## src/core/iwt_map.svh

```systemverilog
// Register offsets, field positions, reset values and divider settings of the interval watchdog timer.
`ifndef IWT_MAP_SVH
`define IWT_MAP_SVH

// Register indices; the byte address on the bus is four times the index.
`define IWT_IDX_MODE 16'h0F85
`define IWT_IDX_COUNT 16'h0F86
`define IWT_IDX_ARM 16'h0F87
`define IWT_IDX_STATUS 16'h0F88
`define IWT_IDX_MASK 16'h0F89
`define IWT_ADDR_MODE 16'h3E14
`define IWT_ADDR_COUNT 16'h3E18
`define IWT_ADDR_ARM 16'h3E1C
`define IWT_ADDR_STATUS 16'h3E20
`define IWT_ADDR_MASK 16'h3E24

// Field positions.
`define IWT_MODE_RESTART_BIT 3
`define IWT_ARM_BIT 0
`define IWT_ST_INTERVAL_BIT 0
`define IWT_ST_WAKE_BIT 1

// Reset values.
`define IWT_MODE_RESET 3'h0
`define IWT_COUNT_RESET 8'h00
`define IWT_STATUS_RESET 2'h0
`define IWT_MASK_RESET 2'h0

// Select codes and the prescaler tap width that each one picks.
`define IWT_SEL_DIV12 3'h0
`define IWT_SEL_DIV9 3'h3
`define IWT_SEL_DIV7 3'h5
`define IWT_SEL_DIV5 3'h7
`define IWT_TAP_DIV12 12'hFFF
`define IWT_TAP_DIV9 12'h1FF
`define IWT_TAP_DIV7 12'h07F
`define IWT_TAP_DIV5 12'h01F

`define IWT_COUNT_MAX 8'hFF
`define IWT_PRE_RESET 12'h000

`endif

```

## src/core/iwt_pkg.sv

```systemverilog
// Types shared by the interval watchdog timer modules.
package iwt_pkg;

  typedef enum logic [1:0] {
    IWT_RESET_WAIT = 2'b00,
    IWT_RUN = 2'b01,
    IWT_STOPPED = 2'b10,
    IWT_STOP_WAIT = 2'b11
  } iwt_state_e;

  typedef struct packed {
    iwt_state_e st;
    logic [7:0] interval_count;
    logic [2:0] interval_select;
    logic watchdog_arm_flag;
    logic [1:0] status;
    logic [1:0] mask;
    logic ack;
    logic [31:0] rdata;
    logic wdt_rst;
    logic hold;
    logic irq;
  } iwt_regs_s;

  typedef struct packed {
    logic [11:0] div;
  } iwt_pre_s;

endpackage

```

## src/core/iwt_top.sv

```systemverilog
// Interval timer and watchdog with stop-release wait, reached over an Avalon-MM slave.
//
// Implementation choice: register access over Avalon-MM.
`timescale 1ns/1ps
`include "iwt_map.svh"

module iwt_top
  import iwt_pkg::*;
#(
  // Prescaler select used for the wait after device reset.
  parameter logic [2:0] RST_WAIT_SEL = `IWT_SEL_DIV7
)
(
  // Clock and reset
  input wire logic REF_CLK,
  input wire logic SYS_RST,
  // Avalon-MM slave
  input wire logic [15:0] AVS_ADDRESS,
  input wire logic AVS_READ,
  input wire logic AVS_WRITE,
  input wire logic [31:0] AVS_WRITEDATA,
  input wire logic [3:0] AVS_BYTEENABLE,
  output logic [31:0] AVS_READDATA,
  output logic AVS_WAITREQUEST,
  // Standby control from the CPU core
  input wire logic STOP_MODE,
  // Results
  output logic IRQ,
  output logic WDT_RESET,
  output logic CPU_HOLD
);

  iwt_regs_s r;
  iwt_regs_s n;
  logic tick;
  logic pre_clr;
  logic [2:0] pre_sel;
  logic ovf;
  logic in_wait;
  logic access;
  logic wr_en;
  logic [31:0] rd_mux;

  localparam iwt_regs_s REGS_RESET = '{
    st: IWT_RESET_WAIT,
    interval_count: `IWT_COUNT_RESET,
    interval_select: `IWT_MODE_RESET,
    watchdog_arm_flag: 1'b0,
    status: `IWT_STATUS_RESET,
    mask: `IWT_MASK_RESET,
    ack: 1'b0,
    rdata: 32'h0000_0000,
    wdt_rst: 1'b0,
    hold: 1'b1,
    irq: 1'b0
  };

  // The reset wait runs on a fixed tap; all later intervals follow the mode register.
  assign pre_sel = (r.st == IWT_RESET_WAIT) ? RST_WAIT_SEL : r.interval_select;

  // Leaving stop mode restarts prescaler and count so the wait is a full interval.
  assign pre_clr = (r.st == IWT_STOPPED) && !STOP_MODE;

  iwt_prescaler u_prescaler (
    .REF_CLK(REF_CLK),
    .SYS_RST(SYS_RST),
    .CLR(pre_clr),
    .SEL(pre_sel),
    .TICK(tick)
  );

  assign ovf = tick && (r.interval_count == `IWT_COUNT_MAX);
  assign in_wait = (r.st == IWT_RESET_WAIT) || (r.st == IWT_STOP_WAIT);

  // One wait cycle per access keeps read data coming from a flip-flop.
  assign access = (AVS_READ || AVS_WRITE) && !r.ack;
  assign wr_en = AVS_WRITE && r.ack && AVS_BYTEENABLE[0];

  always_comb
  begin
    case (AVS_ADDRESS)
      `IWT_ADDR_MODE:
      begin
        rd_mux = {29'h0000_0000, r.interval_select};
      end
      `IWT_ADDR_COUNT:
      begin
        rd_mux = {24'h00_0000, r.interval_count};
      end
      `IWT_ADDR_ARM:
      begin
        rd_mux = {31'h0000_0000, r.watchdog_arm_flag};
      end
      `IWT_ADDR_STATUS:
      begin
        rd_mux = {30'h0000_0000, r.status};
      end
      `IWT_ADDR_MASK:
      begin
        rd_mux = {30'h0000_0000, r.mask};
      end
      default:
      begin
        rd_mux = 32'h0000_0000;
      end
    endcase
  end

  always_comb
  begin
    n = r;
    n.wdt_rst = 1'b0;

    // Bus handshake and read capture.
    n.ack = access;
    if (access && AVS_READ)
    begin
      n.rdata = rd_mux;
    end

    // Free-running count; the natural 8-bit wrap takes it from maximum to zero.
    if (tick)
    begin
      n.interval_count = r.interval_count + 8'h01;
    end

    // Standby sequencing.
    case (r.st)
      IWT_RESET_WAIT:
      begin
        if (ovf)
        begin
          n.st = IWT_RUN;
        end
      end
      IWT_RUN:
      begin
        if (STOP_MODE)
        begin
          n.st = IWT_STOPPED;
        end
      end
      IWT_STOPPED:
      begin
        if (!STOP_MODE)
        begin
          n.st = IWT_STOP_WAIT;
          n.interval_count = `IWT_COUNT_RESET;
        end
      end
      IWT_STOP_WAIT:
      begin
        if (ovf)
        begin
          n.st = IWT_RUN;
        end
      end
      default:
      begin
        n.st = IWT_RUN;
      end
    endcase

    // Register writes; these clears come before the event sets below.
    if (wr_en)
    begin
      case (AVS_ADDRESS)
        `IWT_ADDR_MODE:
        begin
          n.interval_select = AVS_WRITEDATA[2:0];
          if (AVS_WRITEDATA[`IWT_MODE_RESTART_BIT])
          begin
            // The command is consumed here, so the bit is never stored.
            n.interval_count = `IWT_COUNT_RESET;
            n.status[`IWT_ST_INTERVAL_BIT] = 1'b0;
          end
        end
        `IWT_ADDR_ARM:
        begin
          if (AVS_WRITEDATA[`IWT_ARM_BIT])
          begin
            n.watchdog_arm_flag = 1'b1;
          end
        end
        `IWT_ADDR_STATUS:
        begin
          n.status = r.status & ~AVS_WRITEDATA[1:0];
        end
        `IWT_ADDR_MASK:
        begin
          n.mask = AVS_WRITEDATA[1:0];
        end
        default:
        begin
          n.mask = r.mask;
        end
      endcase
    end

    // Overflow events; a set in the same cycle as a clear wins.
    if (ovf && !in_wait)
    begin
      if (r.watchdog_arm_flag)
      begin
        n.wdt_rst = 1'b1;
      end
      else
      begin
        n.status[`IWT_ST_INTERVAL_BIT] = 1'b1;
      end
    end
    if (ovf && (r.st == IWT_STOP_WAIT))
    begin
      // Reset stays quiet here even when armed.
      n.status[`IWT_ST_WAKE_BIT] = 1'b1;
    end

    n.hold = (n.st != IWT_RUN);
    n.irq = |(n.status & n.mask);
  end

  always_ff @(posedge REF_CLK or posedge SYS_RST)
  begin
    if (SYS_RST)
    begin
      r <= REGS_RESET;
    end
    else
    begin
      r <= n;
    end
  end

  assign AVS_WAITREQUEST = !r.ack;
  assign AVS_READDATA = r.rdata;
  assign IRQ = r.irq;
  assign WDT_RESET = r.wdt_rst;
  assign CPU_HOLD = r.hold;

endmodule

```

## src/core/iwt_prescaler.sv

```systemverilog
// System clock prescaler that produces the interval counter tick for the selected division.
`timescale 1ns/1ps
`include "iwt_map.svh"

module iwt_prescaler
  import iwt_pkg::*;
(
  // Clock and reset
  input wire logic REF_CLK,
  input wire logic SYS_RST,
  // Control
  input wire logic CLR,
  input wire logic [2:0] SEL,
  // Tick out
  output logic TICK
);

  iwt_pre_s r;
  iwt_pre_s n;
  logic [11:0] tap;

  // Prohibited codes fall back to the slowest tap so the count never stalls.
  always_comb
  begin
    case (SEL)
      `IWT_SEL_DIV9: tap = `IWT_TAP_DIV9;
      `IWT_SEL_DIV7: tap = `IWT_TAP_DIV7;
      `IWT_SEL_DIV5: tap = `IWT_TAP_DIV5;
      default: tap = `IWT_TAP_DIV12;
    endcase
  end

  always_comb
  begin
    n = r;
    if (CLR)
    begin
      n.div = `IWT_PRE_RESET;
    end
    else
    begin
      n.div = r.div + 12'h001;
    end
  end

  assign TICK = !CLR && ((r.div & tap) == tap);

  always_ff @(posedge REF_CLK or posedge SYS_RST)
  begin
    if (SYS_RST)
    begin
      r <= '{div: `IWT_PRE_RESET};
    end
    else
    begin
      r <= n;
    end
  end

endmodule

```

## config.mk

```make
export PLATFORM = sky130hd
export DESIGN_NAME = iwt_top
export DESIGN_NICKNAME = d
export VERILOG_FILES = /design/src/core/iwt_pkg.sv /design/src/core/iwt_top.sv /design/src/core/iwt_prescaler.sv
export VERILOG_INCLUDE_DIRS = /design/src /design/src/core
export SDC_FILE = /design/constraint.sdc
export NUM_CORES = 1
export LEC_CHECK = 0
export BUFFER_PORTS_ARGS = -buffer_cell sky130_fd_sc_hd__buf_2
export CAP_MARGIN = 20
export CORE_MARGIN = 1.5
export CORE_UTILIZATION = 49
export DETAILED_ROUTE_END_ITERATION = 8
export GPL_TIMING_DRIVEN = 1
export MAX_ROUTING_LAYER = met4
export PLACE_DENSITY = 0.81
export SYNTH_ARGS = -nofsm -noshare
export SYNTH_HDL_FRONTEND = slang
export SYNTH_HIERARCHICAL = 1
export SYNTH_SLANG_ARGS = --single-unit
```

## constraint.sdc

```tcl
create_clock -name REF_CLK -period 4.2 [get_ports REF_CLK]
set_clock_uncertainty 0.15 [all_clocks]
set_input_delay 0 -clock REF_CLK [delete_from_list [all_inputs] [get_ports REF_CLK]]
set_output_delay 0 -clock REF_CLK [all_outputs]
set_load 0.005 [all_outputs]
```

* Word level (Yosys, flattened, before mapping)
Cells that the tools add are included.
** Operators by class
- $add $sub $neg :: 2
- Muxes and demuxes :: 24
- Eq/ne operators :: 14
- Bitwise gates (word level) :: 4
- Reductions and logical operators :: 20
** Operators with widths (number)
- $eq A16 B14 Y1 const B :: 5
- $pmux W8 S5 :: 1
- $pmux W12 S3 :: 1
- $mux W8 :: 3
- $mux W16 :: 1
- $add A12 B1 Y12 const B :: 1
- $and A12 B12 Y12 :: 1
- $eq A12 B12 Y1 :: 1
- $mux W12 :: 1
- $mux W11 :: 1
- $mux W10 :: 1
- $logic_and A1 B1 Y1 :: 9
- $mux W1 :: 9
- $add A8 B1 Y8 const B :: 1
- $eq A8 B8 Y1 const B :: 1
- $eq A3 B3 Y1 const B :: 2
- $mux W2 :: 3
- $pmux W2 S3 :: 1
- $and A2 B2 Y2 :: 2
- $eq A2 B2 Y1 const B :: 2
- $logic_not A1 Y1 :: 4
- $reduce_or A2 Y1 :: 2
- $eq A3 B2 Y1 const B :: 1
- $mux W3 :: 1
- other kinds (8) :: 9
** Storage, ports and cells
- Word-level logic and storage cells :: 76
- Bits in registers :: 66
- Bits of input ports :: 57

* Logic depth before layout (Yosys ltp)
Gate-level depths: netlist of run 1.
- Word-level depth :: 17
- Gate-level depth with buffers :: 12
- Mapped depth without buffers :: 11

* Modules after synthesis
Netlist of run 1, hierarchy kept.
** By module, submodules not included
- iwt_top :: times used 1, seq. area each 752.0 um^2, area each 1808.0 um^2, cells an instance 180
- iwt_prescaler :: times used 1, seq. area each 300.3 um^2, area each 593.1 um^2, cells an instance 60

* Worst setup path after synthesis of run 1
No wires, ideal clock.
- Kind :: register to register
- Start :: register r[52] (netlist bit)
- End :: register r[53] (netlist bit)
- Arrival :: 2.231 ns
- Slack :: 1.690 ns
- Period minus slack after synthesis :: 2.510 ns
- Stages on the path, launching flop included :: 13
- Path through :: dfrtp_1 inv_1 ha_1 nor2b_1 a32oi_1 a2bb2oi_1 nor4_1 clkbuf_2 nand4_1 nor3_1 nor3_1 o32ai_1 inv_1
** RTL lines
- from (decl) :: line iwt_top.sv:33 : iwt_regs_s r;
- from (signal assigned) :: line iwt_top.sv:230 : r <= n;

==> metrics.cfg, run 1 <==
[finish]
fin_util_pct=58.28
fillers=397
drive_gt1_share_pct=22.54
antenna_cells=0
areaGrowthSynthToFinish_pct=14.64
nNetsFinal=347

[sta]
min_period_ns=2.953
tightest_slew_ns=0.6892
post-route-period-util_pct=70.30
rsz0062_at_grt=false
hold_viol_final=0
slew_headroom_pct=54.00
maxClockFrequency_mhz=338.7
final.setup.tns_ns=0
maxSlewViolCount=0
setup_slack_ns=1.247
setup_violations=0

[die]
initial_core_util_pct=50.83
die_w_um=73
core_area_um2=4723
die_y_um=73
die_area_um2=5329
row_count=25
ios=93

[status]
status=finished clean

[logic_synthesis]
synth.area.mux_share_pct=3.648
synth.top_cell.area_share_pct=42.73
synth.area.top_cells=dfrtp_1 43%, buf_4 10%, ha_1 3.1%, nor2_1 3.1%, nand2_1 3.0%
ys_types=48
syn_inst=240
ys_async_sr_fraction_pct=100.0
avgSynthCellArea_um2=10.00
seq_area_frac_synth_pct=43.82
yosysMostFrequentCell=dfrtp_1
synth_top_cell_by_area=dfrtp_1
synthTopCellsByCount=41 x dfrtp_1, 32 x buf_4, 20 x nor2_1, 19 x nand2_1, 11 x inv_1
synth_top_family_by_area=simple AND/OR/NAND/NOR gates
synthXorXnorAreaFrac_pct=3.648
synth-compound-area-share_pct=10.79
yosys_warnings=6
synth-simple-area-share_pct=22.30
synthFlopType=dfrtp_1
synth_area_um2=2401
synth_edf_count=0
synthAdderAreaFrac_pct=3.127
ys_ff_latch=42

[clocking]
clock_latency_ns=0.30
cts_root_buffer=clkbuf_8
post_cts_buffers=0
cts_made_buffers=5
cts.repair.resized=0
path_clk_slew_ns=0.08
cts_max_path_buffers=2
clock-sinks=42
cts-hold-fix-buffers=10
h-tree-depth=2
cts_tree=done

[detailed_routing]
drtAntennaViolNets=0
first_pass_iters=4
drc=0
drt_wl_total_um=4765
first_iter_violations=104
via_per_inst=5.282
wire_per_inst_um=13.58
vias=1854

[worst_setup_path]
slowest_delay_ns=0.53
r2r-end=r[53]$_DFF_PP0_
slowest_stage=nor3_1
regToRegSetupSlack_ns=1.25
critPathCaptureType=flop
arrival_ns=2.97
reg2regPathDepth=12
required_ns=4.22
crit_fanout=6
reg2reg_from=r[52]$_DFF_PP0_
path_cells=inv_1 > ha_1 > nor2b_1 > a32oi_1 > a2bb2oi_1 > nor4_1 > buf_4 > nand4_1 > nor3_1 > nor3_1 > o32ai_1 > inv_1
worst_setup_path_start_kind=flop
critical_path_class=reg -> reg
cp-startpoint=r[52]$_DFF_PP0_
critPathCapture=r[53]$_DFF_PP0_

[grt]
grt_first_pass_wirelength_um=8052
first_global_vias=1804
grt_overflow=0
grt_antenna_before_repair=0
grtUsageTotal_pct=20.17
grt_max_degree=31

[power]
power.leakage_uw=0.001314
p_per_area_nw_per_um2=376.9
vdd.ir_drop.worst_v=0.0002954

[placement]
dp_slack_ns=1.249
gp_congestion=0.8156
port_buffers=37
dp_hpwl_um=3435

[run]
maxCapViolations=0

[worst_hold_path]
hold_class=in -> reg

layer usage:
| metal | track usage, % | vias up | wire length, um |
|---|---|---|---|
| li1 | - | 880 | - |
| met1 | 26.38 | 906 | 2189 |
| met2 | 31.41 | 60 | 2302 |
| met3 | 3.315 | 8 | 202 |
| met4 | 7.757 | 0 | 70 |
| met5 | - | - | 0 |
layout make-up:
class	instances	area, um2	area share [%]
inverter	11	41.29	1.500
tap	67	83.83	3.045
multi-input combinational	174	1135	41.23
clock buffer	6	82.58	3.000
sequential	42	1052	38.23
timing repair buffer	50	327.8	11.91
clock inverter	1	30.03	1.091
sequential cells by signal, indices dropped and copies added (netlist names):
register       cells
CPU_HOLD           1
WDT_RESET          1
u_prescaler/r     12
AVS_READDATA       8
r                 19
IRQ                1
layout by cell type, fill, tap and decap left out, types with 2 or more instances in the layout:
cell type / count
o22ai_1: 2
o31ai_1: 3
o21ai_0: 9
xor2_1: 4
nor2_1: 20
conb_1: 24
nor4b_4: 3
ha_1: 6
or3_1: 2
clkbuf_8: 6
buf_4: 2
nor4_1: 3
a221oi_1: 3
xnor2_1: 6
mux2i_1: 2
nand3_1: 7
a21oi_1: 8
mux2_2: 6
a22o_1: 6
inv_1: 11
dlygate4sd3_1: 10
nor3_1: 3
and4b_1: 3
dfrtp_1: 41
or2_2: 2
and3_1: 3
nor2b_1: 4
or4_1: 3
nand4_1: 6
buf_2: 37
nand2b_1: 2
nand2_1: 19
cells by family after synthesis:
| kind of cell | after synthesis |
|---|---|
| AOI/OAI and AO/OA | 38 |
| and+or+nand+nor | 88 |
| DFF | 42 |
| buffers and inverters | 47 |
| xor gates and xnor gates | 10 |
| adders and majority gates | 6 |
| other | 1 |
| muxes | 8 |
per-stage QoR:
stage	cells	hold slack [ns]	cell area (um2)	total power, uW
floorplan	263	-0.2853	2487	658.7
global placement	333	-0.1068	2512	694.4
detailed placement	333	-0.1005	2512	710.6
CTS	350	0.05845	2725	1043
global route	351	0.1099	2753	1106
finish	351	0.06784	2753	1038
power breakdown:
part / switching (uW) / internal, uW
combinational: 140 / 101
sequential: 32.6 / 440
clock: 134 / 190
total: 307 / 731
critical path: cells and delay by family, from the launching register on:
kind	cells	cell delay, ns
and+or+nand+nor	5	1.16
adders and majority gates	1	0.22
AOI/OAI and AO/OA	3	0.54
buffers and inverters	3	0.36
DFF	1	0.40
worst min-delay path by stage:
stage | endpoint | slack, ns | cells past startpoint | from
floorplan | u_prescaler/r[0]$_DFF_PP0_ | -0.29 | 1 | SYS_RST
global placement | u_prescaler/r[10]$_DFF_PP0_ | -0.11 | 2 | SYS_RST
detailed placement | u_prescaler/r[10]$_DFF_PP0_ | -0.10 | 2 | SYS_RST
CTS | r[40]$_DFFE_PP0P_ | 0.06 | 4 | AVS_ADDRESS[5]
global route | r[40]$_DFFE_PP0P_ | 0.11 | 4 | AVS_ADDRESS[5]
finish | r[40]$_DFFE_PP0P_ | 0.07 | 4 | AVS_ADDRESS[5]
Power figures use the tool's default switching activity.
==> inputs of run 2 (changes only) <==
Settings changed: CORE_UTILIZATION 49 to 44, PLACE_DENSITY 0.81 to 0.77.
Clock period 4.2 ns to 2.45 ns, I/O delays scaled along.
==> run 2 against run 1 <==
Via count up 1.6%. Critical path type unchanged. Register-to-register slack worse by 1.2 ns. Worst hold slack gained 0.025 ns. Clock power up 64%. First-iteration DRC count increased by 39%. Die area is 11% higher. Non-clock buffer count rose by 15. Total power up 82%. Sequential power grew 69%. Cell area grew 4.9%. Combinational power is 130% higher.
==> metrics.cfg, run 2 (synthesis gave the netlist of run 1 again) <==
[status]
status=finished clean

[die]
die_y_um=76.87  ; +5.3%
core_area_um2=5172  ; +9.5%
ios=93  ; unchanged
initial_core_util_pct=46.42  ; -4.4 points
row_count=26  ; +4.0%
die_w_um=76.87  ; +5.3%
die_area_um2=5909  ; +11%

[worst_hold_path]
hold_class=in -> reg
min-delay-start=AVS_ADDRESS[2]
min_path_cells=3  ; -1
hold_path_end=AVS_READDATA[4]$_DFFE_PP0P_

[clocking]
cts_made_buffers=5  ; unchanged
path_clk_slew_ns=0.08  ; about the same
cts_max_path_buffers=2  ; unchanged
cts_root_buffer=clkbuf_8
h-tree-depth=2  ; unchanged
clock_latency_ns=0.29  ; about the same
clock-sinks=42  ; unchanged
cts_tree=done

[detailed_routing]
met2WireLength_um=2335  ; +1.4%
met3_length_um=233  ; +15%
wl_met1_um=2174  ; -0.69%
routed.top_layer=met4
wire_per_inst_um=13.02  ; -4.1%
drtAntennaViolNets=0  ; unchanged
vias=1884  ; +1.6%
first_iter_violations=145  ; +39%
drt_wl_total_um=4816  ; +1.1%
via_per_inst=5.092  ; -3.6%
drc=0  ; unchanged
first_pass_iters=4  ; unchanged

[sta]
hold_viol_final=0  ; unchanged
tightest_slew_ns=0.6198  ; -0.06942 ns
min_period_ns=2.357  ; -0.5956 ns
rsz0062_at_grt=true
post-route-period-util_pct=96.21  ; +26 points
final.setup.tns_ns=0  ; unchanged
setup_violations=0  ; unchanged
slew_headroom_pct=58.36  ; +4.4 points
maxClockFrequency_mhz=424.3  ; +25%
maxSlewViolCount=0  ; unchanged

[worst_setup_path]
critPathCaptureType=flop
r2r-end=IRQ$_DFF_PP0_
regToRegSetupSlack_ns=0.09  ; -1.15 ns
reg2reg_from=r[52]$_DFF_PP0_
critical_path_class=reg -> reg
reg2regPathDepth=12  ; unchanged
crit_fanout=3  ; -3
worst_setup_path_start_kind=flop
arrival_ns=2.39  ; -0.58 ns
required_ns=2.49  ; -1.73 ns

[grt]
first_global_vias=1745  ; -3.3%
grtUsageTotal_pct=17.58  ; -2.6 points
grt_first_pass_wirelength_um=7948  ; -1.3%
grt_antenna_before_repair=0  ; unchanged
grt_overflow=0  ; unchanged
grt_max_degree=31  ; unchanged

[finish]
areaGrowthSynthToFinish_pct=20.27
antenna_cells=0  ; unchanged
largest_register_ffs=19  ; unchanged
final_cell_mix=41 x dfrtp_1, 37 x buf_2, 24 x conb_1
nNetsFinal=362  ; +4.3%
drive_gt1_share_pct=29.33  ; +6.8 points
stdcell_area_um2=2888  ; +4.9%
final_common_cell=dfrtp_1
top_register=r

[power]
clkPwrFrac_pct=28.2  ; -3.0 points
pwr-share-comb_pct=29.5  ; +6.3 points
vdd.ir_drop.worst_v=0.0003563  ; +21%
power.leakage_uw=0.001405  ; +7.0%
intPower_uw=1325  ; +81%
power.switching_uw=560.9  ; +83%
p_per_area_nw_per_um2=653.1  ; +73%
power.sequential.fraction_pct=42.4  ; -3.2 points
netSwitchingFraction_pct=29.74  ; +0.20 points

[run]
maxCapViolations=0  ; unchanged

[placement]
port_buffers=37  ; unchanged
place_area_um2=2626  ; +4.5%
dp_hpwl_um=3604  ; +4.9%
gp_congestion=0.8173  ; +0.21%

==> run 2: worst max-delay path, stage by stage (launching register included) <==
cell       delay [ns]
dfrtp_1          0.36
inv_2            0.06
ha_4             0.16
or2_4            0.23
a32oi_1          0.14
a2bb2oi_1        0.17
nor4_1           0.06
buf_4            0.13
nand4_1          0.13
nor3_4           0.07
buf_4            0.14
a32o_2           0.24
a22o_1           0.20
==> run 2: worst max path at each step <==
stage	startpoint	endpoint	slack (ns)	cells after the start
final	r[52]$_DFF_PP0_	IRQ$_DFF_PP0_	0.09	12
after global routing	r[53]$_DFF_PP0_	r[53]$_DFF_PP0_	-0.02	10
after CTS	r[52]$_DFF_PP0_	IRQ$_DFF_PP0_	0.05	12
after detailed placement	r[52]$_DFF_PP0_	r[53]$_DFF_PP0_	-0.07	12
after global placement	r[52]$_DFF_PP0_	IRQ$_DFF_PP0_	0.03	12
after floorplan	r[52]$_DFF_PP0_	r[53]$_DFF_PP0_	0.02	12
==> run 2: layout make-up <==
class | count | area [um2]
repair buffers | 65 | 420.4
clock buffers | 5 | 68.82
flip-flops and latches | 42 | 1052
fillers | 464 | 2285
multi-input cells | 174 | 1177
inverters | 11 | 41.29
clock inverters | 3 | 40.04
well taps | 70 | 87.58
==> run 2: power by group through the flow <==
stage | clock (uW) | sequential, uW | combinational, uW
detailed placement | 0 | 808 | 479
floorplan | 0 | 812 | 317
global placement | 0 | 806 | 458
finish | 531 | 799 | 556
CTS | 545 | 796 | 521
global route | 576 | 808 | 620
==> run 2: routing by layer <==
layer / GRT usage [%] / vias up
met5: - / -
met4: 6.111 / 0
met3: 3.571 / 6
met2: 28.23 / 61
met1: 22.06 / 901
li1: - / 916
==> run 2: what timing repair did <==
item / CTS / global route
hold endpoints to repair: 57 / 0
gates cloned: 0 / 0
endpoints found under the setup margin: 3 / 3
hold buffers: 10 / 0
gates resized for setup: 4 / 6
pin swaps: 2 / 4
setup buffers: 1 / 1
==> run 2: metrics by stage <==
step	instances	hold slack (ns)	worst slack, ns	total power, uW	utilization (%)
2_1_floorplan	263	-0.2853	0.02041	1129	-
3_3_place_gp	350	-0.1042	0.02899	1264	50.77
6_report	370	0.09246	0.09291	1886	55.83
3_5_place_dp	350	-0.1004	-0.06759	1287	50.77
5_1_grt	370	0.1160	-0.02183	2004	55.83
4_1_cts	369	0.08126	0.05105	1861	55.20
